--- src/core/stv_consts.svh ---
`ifndef STV_CONSTS_SVH
`define STV_CONSTS_SVH

// ---------------------------------------------------------------
// register offsets (5-bit frame address)
// ---------------------------------------------------------------
`define STV_ADDR_RESULT_A 5'h0d
`define STV_ADDR_RESULT_B 5'h0e

// ---------------------------------------------------------------
// reset values
// ---------------------------------------------------------------
`define STV_RESET_RESULT_A 8'h00
`define STV_RESET_RESULT_B 4'h0

// ---------------------------------------------------------------
// flag positions inside the data byte of result_a
// ---------------------------------------------------------------
`define STV_BIT_LOGIC 7
`define STV_BIT_THERMAL 6
`define STV_BIT_PREREG_OV 5
`define STV_BIT_PREREG_UV 4

// ---------------------------------------------------------------
// frame coding
// ---------------------------------------------------------------
`define STV_FRAME_BITS 5'h10
`define STV_CNT_MAX 5'h1f
`define STV_TYPE_WRITE 1'b1
`define STV_TYPE_READ 1'b0
`define STV_PARITY_GOOD 1'b1

`endif

--- src/core/stv_pkg.sv ---
package stv_pkg;

   // one 16-bit serial frame, msb first on the wire
   typedef struct packed
   {
      logic [4:0] addr;
      logic wr;
      logic spare;
      logic [7:0] data;
      logic par;
   } stv_frame_s;

   typedef enum {STV_IDLE, STV_SHIFT} stv_state_e;

endpackage

--- src/core/stv_spi_frame.sv ---
`timescale 1ns/1ps
`include "stv_consts.svh"

module stv_spi_frame
(
   // clock and reset
   input wire logic mclk,
   input wire logic reset_n,
   input wire logic clk_en,
   // serial pins
   input wire logic spi_sclk,
   input wire logic spi_cs_n,
   input wire logic spi_mosi,
   output logic spi_miso,
   output logic spi_miso_oe_n,
   // frame side
   input wire stv_pkg::stv_frame_s tx_frame,
   output stv_pkg::stv_frame_s rx_frame,
   output logic frame_done
);

   // ---------------------------------------------------------------
   // pin synchronisers
   // ---------------------------------------------------------------
   // sclk must stay below a quarter of mclk so every edge is seen
   logic sclk_meta, sclk_sync, sclk_prev;
   logic cs_meta, cs_sync, cs_prev;
   logic mosi_meta, mosi_sync;
   logic sclk_rise, sclk_fall;
   stv_pkg::stv_state_e state;
   logic [4:0] bit_cnt;
   logic [15:0] shift_in;
   logic [15:0] shift_out;

   always_ff @(posedge mclk)
   begin
      if (!reset_n)
      begin
         sclk_meta <= 1'b0;
         sclk_sync <= 1'b0;
         sclk_prev <= 1'b0;
         cs_meta <= 1'b1;
         cs_sync <= 1'b1;
         cs_prev <= 1'b1;
         mosi_meta <= 1'b0;
         mosi_sync <= 1'b0;
      end
      else if (clk_en)
      begin
         sclk_meta <= spi_sclk;
         sclk_sync <= sclk_meta;
         sclk_prev <= sclk_sync;
         cs_meta <= spi_cs_n;
         cs_sync <= cs_meta;
         cs_prev <= cs_sync;
         mosi_meta <= spi_mosi;
         mosi_sync <= mosi_meta;
      end
   end

   assign sclk_rise = sclk_sync & ~sclk_prev;
   assign sclk_fall = ~sclk_sync & sclk_prev;

   // ---------------------------------------------------------------
   // frame shifter
   // ---------------------------------------------------------------
   // only a frame of exactly sixteen clocks is passed on; others are dropped
   always_ff @(posedge mclk)
   begin
      if (!reset_n)
      begin
         state <= stv_pkg::STV_IDLE;
         bit_cnt <= 5'h00;
         shift_in <= 16'h0000;
         shift_out <= 16'h0000;
         rx_frame <= '0;
         frame_done <= 1'b0;
      end
      else if (clk_en)
      begin
         frame_done <= 1'b0;
         case (state)
            stv_pkg::STV_IDLE:
            begin
               if (cs_prev && !cs_sync)
               begin
                  shift_out <= tx_frame;
                  bit_cnt <= 5'h00;
                  state <= stv_pkg::STV_SHIFT;
               end
            end
            default:
            begin
               if (cs_sync)
               begin
                  state <= stv_pkg::STV_IDLE;
                  if (bit_cnt == `STV_FRAME_BITS)
                  begin
                     rx_frame <= stv_pkg::stv_frame_s'(shift_in);
                     frame_done <= 1'b1;
                  end
               end
               else
               begin
                  if (sclk_rise)
                  begin
                     shift_in <= {shift_in[14:0], mosi_sync};
                     if (bit_cnt != `STV_CNT_MAX)
                     begin
                        bit_cnt <= bit_cnt + 5'h01;
                     end
                  end
                  if (sclk_fall)
                  begin
                     shift_out <= {shift_out[14:0], 1'b0};
                  end
               end
            end
         endcase
      end
   end

   // ---------------------------------------------------------------
   // miso drive
   // ---------------------------------------------------------------
   assign spi_miso = shift_out[15];
   assign spi_miso_oe_n = (state != stv_pkg::STV_SHIFT);

endmodule

--- src/core/stv_self_test_regs.sv ---
`timescale 1ns/1ps
`include "stv_consts.svh"

module stv_self_test_regs
(
   // clock and reset
   input wire logic mclk,
   input wire logic reset_n,
   input wire logic clk_en,
   // serial pins
   input wire logic spi_sclk,
   input wire logic spi_cs_n,
   input wire logic spi_mosi,
   output logic spi_miso,
   output logic spi_miso_oe_n,
   // self-test failure events
   input wire logic [7:0] fail_a,
   input wire logic [3:0] fail_b,
   // flag state
   output logic [7:0] result_a,
   output logic [3:0] result_b
);

   stv_pkg::stv_frame_s rx;
   stv_pkg::stv_frame_s reply;
   stv_pkg::stv_frame_s next_reply;
   logic frame_done;
   logic parity_ok;
   logic wr_hit_a, wr_hit_b;
   logic [7:0] clr_a;
   logic [3:0] clr_b;
   logic [7:0] next_result_a;
   logic [3:0] next_result_b;

   // ---------------------------------------------------------------
   // serial frame engine
   // ---------------------------------------------------------------
   stv_spi_frame u_frame
   (
      .mclk(mclk),
      .reset_n(reset_n),
      .clk_en(clk_en),
      .spi_sclk(spi_sclk),
      .spi_cs_n(spi_cs_n),
      .spi_mosi(spi_mosi),
      .spi_miso(spi_miso),
      .spi_miso_oe_n(spi_miso_oe_n),
      .tx_frame(reply),
      .rx_frame(rx),
      .frame_done(frame_done)
   );

   // ---------------------------------------------------------------
   // write decode
   // ---------------------------------------------------------------
   // a frame with bad parity is never allowed to clear a flag
   assign parity_ok = (^rx) == `STV_PARITY_GOOD;
   assign wr_hit_a = frame_done && parity_ok && (rx.wr == `STV_TYPE_WRITE)
                     && (rx.addr == `STV_ADDR_RESULT_A);
   assign wr_hit_b = frame_done && parity_ok && (rx.wr == `STV_TYPE_WRITE)
                     && (rx.addr == `STV_ADDR_RESULT_B);
   assign clr_a = wr_hit_a ? rx.data : 8'h00;
   assign clr_b = wr_hit_b ? rx.data[3:0] : 4'h0;

   // ---------------------------------------------------------------
   // flags
   // ---------------------------------------------------------------
   // set is or-ed after the clear, so an event in the clearing cycle wins
   assign next_result_a = (result_a & ~clr_a) | fail_a;
   assign next_result_b = (result_b & ~clr_b) | fail_b;

   always_ff @(posedge mclk)
   begin
      if (!reset_n)
      begin
         result_a <= `STV_RESET_RESULT_A;
         result_b <= `STV_RESET_RESULT_B;
      end
      else if (clk_en)
      begin
         result_a <= next_result_a;
         result_b <= next_result_b;
      end
   end

   // ---------------------------------------------------------------
   // reply frame
   // ---------------------------------------------------------------
   // the reply to a frame goes out during the following frame
   always_comb
   begin
      next_reply = '0;
      next_reply.addr = rx.addr;
      next_reply.wr = `STV_TYPE_READ;
      next_reply.spare = ~parity_ok;
      if (rx.addr == `STV_ADDR_RESULT_A)
      begin
         next_reply.data = next_result_a;
      end
      else if (rx.addr == `STV_ADDR_RESULT_B)
      begin
         next_reply.data = {4'h0, next_result_b};
      end
      else
      begin
         next_reply.data = 8'h00;
      end
      next_reply.par = ~(^next_reply[15:1]);
   end

   always_ff @(posedge mclk)
   begin
      if (!reset_n)
      begin
         reply <= '0;
         reply.par <= `STV_PARITY_GOOD;
      end
      else if (clk_en && frame_done)
      begin
         reply <= next_reply;
      end
   end
endmodule

--- config.mk ---
export PLATFORM = sky130hd
export DESIGN_NAME = stv_self_test_regs
export DESIGN_NICKNAME = d
export VERILOG_FILES = /design/src/core/stv_pkg.sv /design/src/core/stv_spi_frame.sv /design/src/core/stv_self_test_regs.sv
export VERILOG_INCLUDE_DIRS = /design/src /design/src/core
export SDC_FILE = /design/constraint.sdc
export NUM_CORES = 1
export LEC_CHECK = 0
export BUFFER_PORTS_ARGS = -buffer_cell sky130_fd_sc_hd__buf_4
export CORE_UTILIZATION = 45
export CTS_CLUSTER_SIZE = 12
export DETAILED_ROUTE_END_ITERATION = 16
export MAX_ROUTING_LAYER = met4
export PLACE_DENSITY_LB_ADDON = 0.12
export RECOVER_POWER = 25
export SETUP_SLACK_MARGIN = 0.2
export SLEW_MARGIN = 15
export SYNTH_ARGS = -nofsm -noshare
export SYNTH_HDL_FRONTEND = slang
export SYNTH_HIERARCHICAL = 1
export SYNTH_SLANG_ARGS = --single-unit
export TNS_END_PERCENT = 100
--- constraint.sdc ---
create_clock -name mclk -period 3.5 [get_ports mclk]
set_clock_uncertainty 0.15 [all_clocks]
set_input_delay 0.525 -clock mclk [delete_from_list [all_inputs] [get_ports mclk]]
set_output_delay 0.525 -clock mclk [all_outputs]
set_load 0.01 [all_outputs]
Yosys cells after proc, flatten, opt, wreduce, memory -nomap -nowiden

Cells that the tools add are included.

Eq/ne operators: 7
Mux-type cells: 19
Add/sub/neg operators: 1
Reductions and logical operators: 19
Bitwise logic cells: 14

Operators with widths:

| kind                                                                     | count |
|---|---|
| 32-bit two-way mux                                                       | 3 |
| 16-bit two-way mux                                                       | 4 |
| 32-bit logical NOT                                                       | 1 |
| 32-bit by 2-bit inequality test with 1-bit output, second input constant | 1 |
| 5-bit two-way mux                                                        | 5 |
| 8-bit two-way mux                                                        | 2 |
| 16-bit XOR reduction                                                     | 1 |
| 15-bit XOR reduction                                                     | 1 |
| 4-bit AND reduction                                                      | 3 |
| 5-bit by 4-bit equality test with 1-bit output, second input constant    | 2 |
| 8-bit bitwise AND                                                        | 1 |
| 4-bit two-way mux                                                        | 2 |
| 8-bit inverter                                                           | 1 |
| 8-bit bitwise OR                                                         | 1 |
| 2-bit nonzero test                                                       | 4 |
| 1-bit logical AND                                                        | 6 |
| 1-bit inverter                                                           | 6 |
| 5-bit by 1-bit adder with 5-bit output, second input constant            | 1 |
| 5-bit equality test, second input constant                               | 1 |
| 5-bit inequality test, second input constant                             | 1 |
| 5-bit AND reduction                                                      | 1 |
| 4-bit bitwise AND                                                        | 1 |
| 4-bit inverter                                                           | 1 |
| 4-bit bitwise OR                                                         | 1 |
| other kinds (6)                                                          | 9 |

Logic and storage cells: 84
Output and inout bits: 14
Register bits: 121
Bits of input ports: 18

Longest topological paths before layout

Gate-level depths: netlist of the first run.

Depth in word-level cells: 12
Mapped depth: 11
Depth with buffers taken out: 11

By module

Netlist of the first run, hierarchy kept.

By module, submodules not included:

| module             | times used | cells each | area an instance (um^2) | sequential area each (um^2) |
|---|---|---|---|---|
| stv_spi_frame      | 1          | 317        | 2805.2                  | 1261.2 |
| stv_self_test_regs | 1          | 180        | 1586.5                  | 540.5 |

Worst setup path after synthesis of the first run

OpenSTA, ideal clock, no wires.

Path kind: register to register
Start point: register u_frame/rx_frame[4] (netlist name)
End point: register reply[0] (netlist name)
Data arrival time: 2.241 ns
Library setup time: 0.133 ns
Path slack: 0.975 ns
Clock period less this slack: 2.525 ns
Stages on the path, launching flop included: 12
Required time: 3.217 ns
Buffers on the path: 1
Path through: dfxtp_1 -> xor2_1 -> xnor2_1 -> xnor2_1 -> xnor2_1 -> buf_4 -> a32oi_2 -> a221oi_2 -> xnor2_1 -> xnor3_1 -> xnor2_1 -> o211ai_2

Word-level cells in the longest chain between the ends: 12
Elaborated cells between the ends (all ways): 18
Classes of those cells: mux: 4; bitwise: 8; reduce/logical: 6

Ends and longest elaborated chain:

| what                           | RTL line                                           | RTL |
|---|---|---|
| start, declared                | stv_spi_frame.sv:18                                | `output stv_pkg::stv_frame_s rx_frame,` |
| start signal, assigned         | stv_spi_frame.sv:99                                | `rx_frame <= stv_pkg::stv_frame_s'(shift_in);` |
| 16-bit XOR reduction           | stv_self_test_regs.sv:57                           | `` assign parity_ok = (^rx) == `STV_PARITY_GOOD; `` |
| 1-bit logical AND (2 in a row) | stv_self_test_regs.sv:58, stv_self_test_regs.sv:60 |  |
| 1-bit logical AND              | stv_self_test_regs.sv:60                           | `` assign wr_hit_b = frame_done && parity_ok && (rx.wr == `STV_TYPE_WRITE) `` |
| 4-bit two-way mux              | stv_self_test_regs.sv:63                           | `assign clr_b = wr_hit_b ? rx.data[3:0] : 4'h0;` |
| 4-bit inverter                 | stv_self_test_regs.sv:70                           | `assign next_result_b = (result_b & ~clr_b) \| fail_b;` |
| 4-bit bitwise AND              | stv_self_test_regs.sv:70                           |  |
| 4-bit bitwise OR               | stv_self_test_regs.sv:70                           |  |
| 4-bit two-way mux              | stv_self_test_regs.sv:100                          | `` else if (rx.addr == `STV_ADDR_RESULT_B) `` |
| 8-bit two-way mux              | stv_self_test_regs.sv:96                           | `` if (rx.addr == `STV_ADDR_RESULT_A) `` |
| 15-bit XOR reduction (*)       | stv_self_test_regs.sv:108                          | `next_reply.par = ~(^next_reply[15:1]);` |
| 1-bit inverter (*)             | stv_self_test_regs.sv:108                          |  |
| end signal, assigned           | stv_self_test_regs.sv:120                          | `reply <= next_reply;` |
| end, declared                  | stv_self_test_regs.sv:25                           | `stv_pkg::stv_frame_s reply;` |

Every way passes the cells marked *; elsewhere a longest branch is shown, timed or not.
A chain may end at the register's enable or synchronous reset.

Final worst setup path of the first run

Start point: register u_frame/rx_frame[13] (netlist name)
End point: register reply[0] (netlist name)

Same word-level chain as after synthesis.

==> results of run 1 <==
worst max-delay path by stage:
stage	from	end	slack, ns
after floorplan	u_frame/rx_frame[4]	reply[0]	0.98
after global placement	u_frame/rx_frame[13]	reply[0]	0.53
after detailed placement	u_frame/rx_frame[4]	reply[0]	0.54
after CTS	u_frame/rx_frame[4]	reply[0]	0.51
after global routing	u_frame/rx_frame[4]	reply[0]	0.19
final	u_frame/rx_frame[13]	reply[0]	0.43
synth_stat cells (all sizes together) (2+ instances only):
| library cell | instances |
|---|---|
| dfxtp | 90 |
| nand2 | 61 |
| o21ai | 46 |
| nand3 | 43 |
| a21oi | 40 |
| mux2i | 22 |
| buf | 19 |
| xnor2 | 19 |
| nor2 | 17 |
| clkbuf | 15 |
| mux2 | 15 |
| nor2b | 15 |
| a22oi | 9 |
| a31oi | 6 |
| ha | 6 |
| o211a | 6 |
| a21boi | 5 |
| and2 | 5 |
| inv | 5 |
| nand4 | 5 |
| nor3b | 5 |
| and3 | 4 |
| nor3 | 4 |
| a21o | 3 |
| a32oi | 3 |
| xor2 | 3 |
| a221o | 2 |
| a221oi | 2 |
| and4bb | 2 |
| nand2b | 2 |
| nand4bb | 2 |
| xnor3 | 2 |
stage by stage:
step / util, % / power, W / hold WS [ns] / instances
4_1_cts: 51.9 / 0.00195 / 0.226 / 644
5_1_grt: 51.3 / 0.00200 / 0.238 / 644
3_3_place_gp: 49.8 / 0.00122 / 0.293 / 628
6_report: 51.3 / 0.00192 / 0.250 / 644
2_1_floorplan: - / 0.00116 / 0.285 / 497
3_5_place_dp: 49.8 / 0.00122 / 0.298 / 628
power by group:
group / total (W) / internal, W / leakage (nW) / switching (W)
combinational: 0.000136 / 0.0000546 / 0.971 / 0.0000810
sequential: 0.00105 / 0.00104 / 0.729 / 0.0000123
clock: 0.000732 / 0.000352 / 0.107 / 0.000380
per-layer routing:
metal / routed length, um / GRT usage (%) / part of all wire [%] / vias up
li1: - / - / - / 1784
met1: 4950 / 28.9 / 50 / 1731
met2: 4460 / 31.6 / 45 / 78
met3: 386 / 3.68 / 3.9 / 9
met4: 99 / 5.57 / 1.0 / 0
met5: 0 / - / 0 / -
final cells by class:
cell class / instances / area [sq um]
inverters: 6 / 22.5
flip-flops and latches: 90 / 1800
well taps: 129 / 161
repair buffers: 37 / 225
clock inverters: 6 / 62.6
fillers: 926 / 4540
clock buffers: 10 / 138
multi-input cells: 366 / 2380
placed cells by master (no fill, tap or decap), drive strengths merged, types with 2 or more instances in the layout:
cell,n
a221oi,2
a21oi,40
mux2,15
buf,22
nor2b,15
xnor2,19
a21boi,5
clkbuf,25
dfxtp,90
nand3,43
and3,4
nand4,5
nand2,61
nor2,17
a21o,3
nor3b,5
clkinv,4
and2,5
a22oi,9
xor2,3
inv,7
a221o,2
a31oi,6
nand4bb,2
nand2b,2
mux2i,22
xnor3,2
o211a,6
a32oi,3
nor3,4
and4bb,2
ha,6
o21ai,46
logic make-up (layout without fill, tap and decap cells):
| logic type | Yosys count | in the layout |
|---|---|---|
| AOI/OAI and AO/OA | 126 | 126 |
| xor gates and xnor gates | 24 | 24 |
| adders and majority gates | 6 | 6 |
| buffers and inverters | 41 | 59 |
| DFF | 90 | 90 |
| muxes | 37 | 37 |
| other | 1 | 1 |
| and+or+nand+nor | 172 | 172 |
sequential cells by signal, summed over array words and instances, names as in the netlist, 4 cells and up:
name	cells
u_frame/shift_in	16
reply	15
u_frame/bit_cnt	5
u_frame/shift_out	16
result_a	8
u_frame/rx_frame	16
result_b	4
worst min-delay path: cells and delay by family:
family / cells / cell delay (ns)
buf+inv: 1 / 0.08
simple gates: 1 / 0.06
mux: 1 / 0.05
==> flow_metrics.env, run 1 <==
export IMPL_cts_sinks=90
export IMPL_syn_instance_count=497
export IMPL_r2r_end="reply[0]"
export IMPL_hold_violations=0
export IMPL_drc_errors=0
export IMPL_violations="capacitance limit, slew limit"
export IMPL_synth_top_cell_by_area="dfxtp_1"
export IMPL_grt_max_degree=66
export IMPL_cts_setup_buffers=0
export IMPL_fp_dieH_um=101
export IMPL_dieArea_sq_um=10200
export IMPL_hold_path_startpoint="spi_cs_n"
export IMPL_syn2layout_area_growth_pct=9.06
export IMPL_via_per_inst=5.59
export IMPL_cts_tree="yes"
export IMPL_syn_area_sq_um=4390
export IMPL_max_cap_violations=1
export IMPL_clockRootBuffer="clkbuf_8"
export IMPL_synth_edff_count=0
export IMPL_drv_slew=66
export IMPL_hold_depth=3
export IMPL_synth_compound_area_share_pct=18.2
export IMPL_p_per_area_nw_per_um2=400
export IMPL_drt_iter0_markers=214
export IMPL_clock_path_buffers=2
export IMPL_grt_pass1_vias=3309
export IMPL_stdcell_area_sq_um=4790
export IMPL_ys_types=59
export IMPL_grt_first_pass_wirelength_um=16400
export IMPL_synth_nets=521
export IMPL_synth_top_area_share_pct=41.0
export IMPL_syn_avg_cell_area_sq_um=8.84
export IMPL_antenna_found_initial=0
export IMPL_synth_area_top_cells="dfxtp_1 (41%), nand2_1 (5.2%), o21ai_0 (5.1%)"
export IMPL_port_buffers=31
export IMPL_synth_xor_area_share_pct=5.41
export IMPL_vias=3602
export IMPL_cp_common_cell="xnor2_1"
export IMPL_fin_tns_setup_ns=0
export IMPL_fmax_mhz=326
export IMPL_drt_total_wl_um=9900
export IMPL_worst_setup_path_end_kind="flip-flop"
export IMPL_yosysSeqAreaShare_pct=41.0
export IMPL_cp_arrival_ns=3.05
export IMPL_synthSimpleGateAreaFrac_pct=19.9
export IMPL_ys_ff_latch=90
export IMPL_clk_latency_ns=0.34
export IMPL_grt_overflow=0
export IMPL_initial_core_util_pct=47.1
export IMPL_cp_top_family="XOR/XNOR gates"
export IMPL_cp_slowest_cell="nor2_1"
export IMPL_fp_row_count=35
export IMPL_num_antenna_cells=0
export IMPL_ys_warnings_count=6
export IMPL_cp_required_ns=3.48
export IMPL_start_kind="flip-flop"
export IMPL_synth_top_family_by_area="simple AND/OR/NAND/NOR gates"
export IMPL_synthArstFlopShare_pct=0
export IMPL_cp_num_buf_inv=0
export IMPL_critPathKind="reg2reg"
export IMPL_cp_max_fo=8
export IMPL_coreArea_sq_um=9330
export IMPL_status="finished with violations"
export IMPL_post_dp_hpwl_um=6650
export IMPL_path_cells="ha_1 > nor2b_1 > nand2_1 > nor2_1 > o21ai_0 > a32oi_2 > a221oi_2 > xnor2_1 > xnor3_1 > xnor2_1 > o211ai_2"
export IMPL_wire_per_inst_um=15.4
export IMPL_drtPass1Iterations=4
export IMPL_critPathMaxStageDelay_ns=0.43
export IMPL_gp_congestion=0.968
export IMPL_synth_main_ff_cell="dfxtp_1"
export IMPL_ioPinCount=32
export IMPL_vdd_drop_max_mv=0.229
export IMPL_reg2reg_slack_ns=0.43
export IMPL_drive_above_1_share_pct=13.2
export IMPL_period_needed_ns=3.07
export IMPL_slew_headroom_pct=-64.5
export IMPL_die_x_um=101
export IMPL_dp_slack_ns=0.541
export IMPL_grtUsageTotal_pct=20.9
export IMPL_post_route_period_util_pct=87.6
export IMPL_setup_viol=0
export IMPL_place_area_sq_um=4640
export IMPL_rr_worst_depth=11
export IMPL_path_clk_slew_ns=0.09
export IMPL_htreeDepth=3
export IMPL_worstReg2RegStart="u_frame/rx_frame[13]"
export IMPL_rsz0062_at_grt="false"
export IMPL_worst_slack_ns=0.432
export IMPL_power_leakage_nw=1.81
export IMPL_layout_nets=534
export IMPL_min_to="u_frame/cs_meta"
export IMPL_hp_class="in2reg"
export IMPL_synthAdderAreaFrac_pct=1.71
export IMPL_cts_buffers=9
export IMPL_ant_nets=0
export IMPL_tightest_slew_ns=2.47
export IMPL_synthMuxAreaShare_pct=8.86
export IMPL_cts_resized=0
export IMPL_ctsHoldBuffers=0
export IMPL_worst_path_stages=11
Power figures use the tool's default switching activity.
==> run 2, diff against run 1 <==
--- a/config.mk
+++ b/config.mk
@@ -6,6 +6,7 @@
 export SDC_FILE = /design/constraint.sdc
 export NUM_CORES = 1
 export LEC_CHECK = 0
+export ABC_AREA = 1
 export BUFFER_PORTS_ARGS = -buffer_cell sky130_fd_sc_hd__buf_4
 export CORE_UTILIZATION = 45
 export CTS_CLUSTER_SIZE = 12
==> run 2 against run 1 <==
Against the previous run:
- the run now ends clean
- critical path depth rose by 6
- combinational power rose by 31%
- maximum frequency rose by 16%
- hold slack got worse by 0.021 ns
- area after synthesis rose by 4.1%
- die area rose by 4.0%
- total power rose by 5.0%
- clock-buffer cell count fell by 1
- clock power rose by 3.4%
- via count rose by 16%
- first-iteration DRC count fell by 28%
- largest cell class unchanged
==> flow_metrics.env, run 2 <==
export IMPL_status="completed"
export IMPL_grt_max_degree=78
export IMPL_final_cell_mix="nand2_1 (195), nor2_1 (144), dfxtp_1 (90)"
export IMPL_clk_latency_ns=0.36
export IMPL_ioPinCount=32
export IMPL_period_needed_ns=2.65
export IMPL_grtUsageTotal_pct=20.7
export IMPL_post_route_period_util_pct=75.6
export IMPL_wire_per_inst_um=11.7
export IMPL_tightest_slew_ns=1.29
export IMPL_fillers=1061
export IMPL_cp_arrival_ns=2.75
export IMPL_num_antenna_cells=0
export IMPL_yosys_top_cells_count="nand2_1 (194), nor2_1 (144), dfxtp_1 (90), inv_1 (61), o21ai_0 (57)"
export IMPL_drt_iter0_markers=154
export IMPL_final_common_cell="nand2_1"
export IMPL_fmax_mhz=378
export IMPL_syn2layout_area_growth_pct=8.43
export IMPL_critPathKind="reg2reg"
export IMPL_drive_above_1_share_pct=10.3
export IMPL_path_clk_slew_ns=0.10
export IMPL_drt_total_wl_um=10100
export IMPL_worst_setup_path_end_kind="flip-flop"
export IMPL_ctsHoldBuffers=0
export IMPL_clock_path_buffers=2
export IMPL_fin_tns_setup_ns=0
export IMPL_synthMuxAreaShare_pct=0
export IMPL_ys_types=33
export IMPL_cts_buffers=9
export IMPL_top_regs="u_frame/rx_frame (16), u_frame/shift_in (16), u_frame/shift_out (16)"
export IMPL_port_buffers=31
export IMPL_post_dp_hpwl_um=7070
export IMPL_die_x_um=103
export IMPL_cp_required_ns=3.60
export IMPL_synth_area_top_cells="dfxtp_1 (39%), nand2_1 (16%), nor2_1 (12%)"
export IMPL_yosysSeqAreaShare_pct=39.4
export IMPL_setup_viol=0
export IMPL_coreArea_sq_um=9820
export IMPL_grt_overflow=0
export IMPL_synthSimpleGateAreaFrac_pct=36.0
export IMPL_p_per_area_nw_per_um2=406
export IMPL_antenna_found_initial=0
export IMPL_syn_avg_cell_area_sq_um=6.47
export IMPL_fp_row_count=36
export IMPL_synthArstFlopShare_pct=0
export IMPL_synth_xor_area_share_pct=0.575
export IMPL_htreeDepth=3
export IMPL_synth_top_family_by_area="simple AND/OR/NAND/NOR gates"
export IMPL_yosysMostFrequentCell="nand2_1"
export IMPL_synth_nets=731
export IMPL_syn_area_sq_um=4570
export IMPL_layout_nets=747
export IMPL_max_cap_violations=0
export IMPL_synth_main_ff_cell="dfxtp_1"
export IMPL_initial_core_util_pct=46.6
export IMPL_reg2reg_slack_ns=0.85
export IMPL_ys_warnings_count=6
export IMPL_cts_setup_buffers=0
export IMPL_power_leakage_nw=2.41
export IMPL_vdd_drop_max_mv=0.247
export IMPL_synthAdderAreaFrac_pct=1.64
export IMPL_synth_top_cell_by_area="dfxtp_1"
export IMPL_ys_ff_latch=90
export IMPL_cp_max_fo=20
export IMPL_hold_slack_ns=0.228
export IMPL_drtPass1Iterations=4
export IMPL_slew_headroom_pct=13.8
export IMPL_stdcell_area_sq_um=4960
export IMPL_grt_first_pass_wirelength_um=16700
export IMPL_synth_edff_count=0
export IMPL_power_w=0.00201
export IMPL_hp_class="in2reg"
export IMPL_cts_resized=0
export IMPL_vias=4170
export IMPL_cts_tree="yes"
export IMPL_dieArea_sq_um=10600
export IMPL_place_area_sq_um=4800
export IMPL_fp_dieH_um=103
export IMPL_drc_errors=0
export IMPL_synth_compound_area_share_pct=11.8
export IMPL_via_per_inst=4.84
export IMPL_hold_violations=0
export IMPL_syn_instance_count=707
export IMPL_ant_nets=0
export IMPL_start_kind="flip-flop"
export IMPL_clockRootBuffer="clkbuf_8"
export IMPL_synth_top_area_share_pct=39.4
export IMPL_gp_congestion=0.895
export IMPL_drv_slew=0
export IMPL_grt_pass1_vias=3648
export IMPL_cts_sinks=90
export IMPL_rsz0062_at_grt="false"
-- run 2: critical path, cell delays in order (launching register included) --
cell	delay [ns]
dfxtp_1	0.35
inv_1	0.11
ha_1	0.18
nand3_1	0.08
inv_1	0.49
nand4_1	0.23
nand2_1	0.12
nand2_1	0.11
nand2_1	0.11
nand2_1	0.08
nand2_1	0.08
nand2_1	0.06
nand2_2	0.08
nand2_1	0.05
nand2_1	0.06
nand2_1	0.05
nand3_1	0.06
nand2_1	0.07
-- run 2: path summary, 6_finish.rpt --
path / depth (start not counted) / from / end
setup / recovery: 17 / u_frame/rx_frame[12] / reply[0]
hold / removal: 3 / spi_cs_n / u_frame/cs_meta
setup reg to reg: 17 / u_frame/rx_frame[12] / reply[0]
hold reg to reg: 2 / u_frame/shift_out[0] / u_frame/shift_out[0]
-- run 2: cell type report --
class / count / area (sq um) / area share [%]
repair buffers: 32 / 188 / 3.79
inverters: 81 / 308 / 6.21
well taps: 133 / 166 / 3.36
flip-flops and latches: 90 / 1800 / 36.3
clock inverters: 7 / 85.1 / 1.72
multi-input cells: 509 / 2290 / 46.1
clock buffers: 9 / 124 / 2.50
-- run 2: logic make-up after synthesis --
logic type      count (synthesis)
flops                          90
compound gates                104
xor+xnor                        3
fa+ha+maj                       6
other cells                     1
simple gates                  395
buf+inv                       108
-- run 2: layer usage --
layer  part of all wire [%]  wire length, um  vias up  track usage, %
li1                       -                -     2233               -
met1                     49             4890     1864            26.7
met2                     47             4710       60            33.3
met3                    3.3              328       13            2.85
met4                    1.3              126        0            6.83
met5                      0                0        -               -
-- run 2: metrics by stage --
step	util, %	setup WS, ns	std cells
6_report	50.5	0.855	861
5_1_grt	50.5	0.565	861
4_1_cts	51.1	0.888	861
3_5_place_dp	48.9	0.913	845
3_3_place_gp	48.9	0.947	845
2_1_floorplan	-	1.39	707
-- run 2: power by group --
group	total [W]	leakage [nW]	internal (W)	switching, W
registers	0.00108	0.732	0.00105	0.0000240
logic	0.000178	1.57	0.0000644	0.000114
clock network	0.000757	0.103	0.000343	0.000414
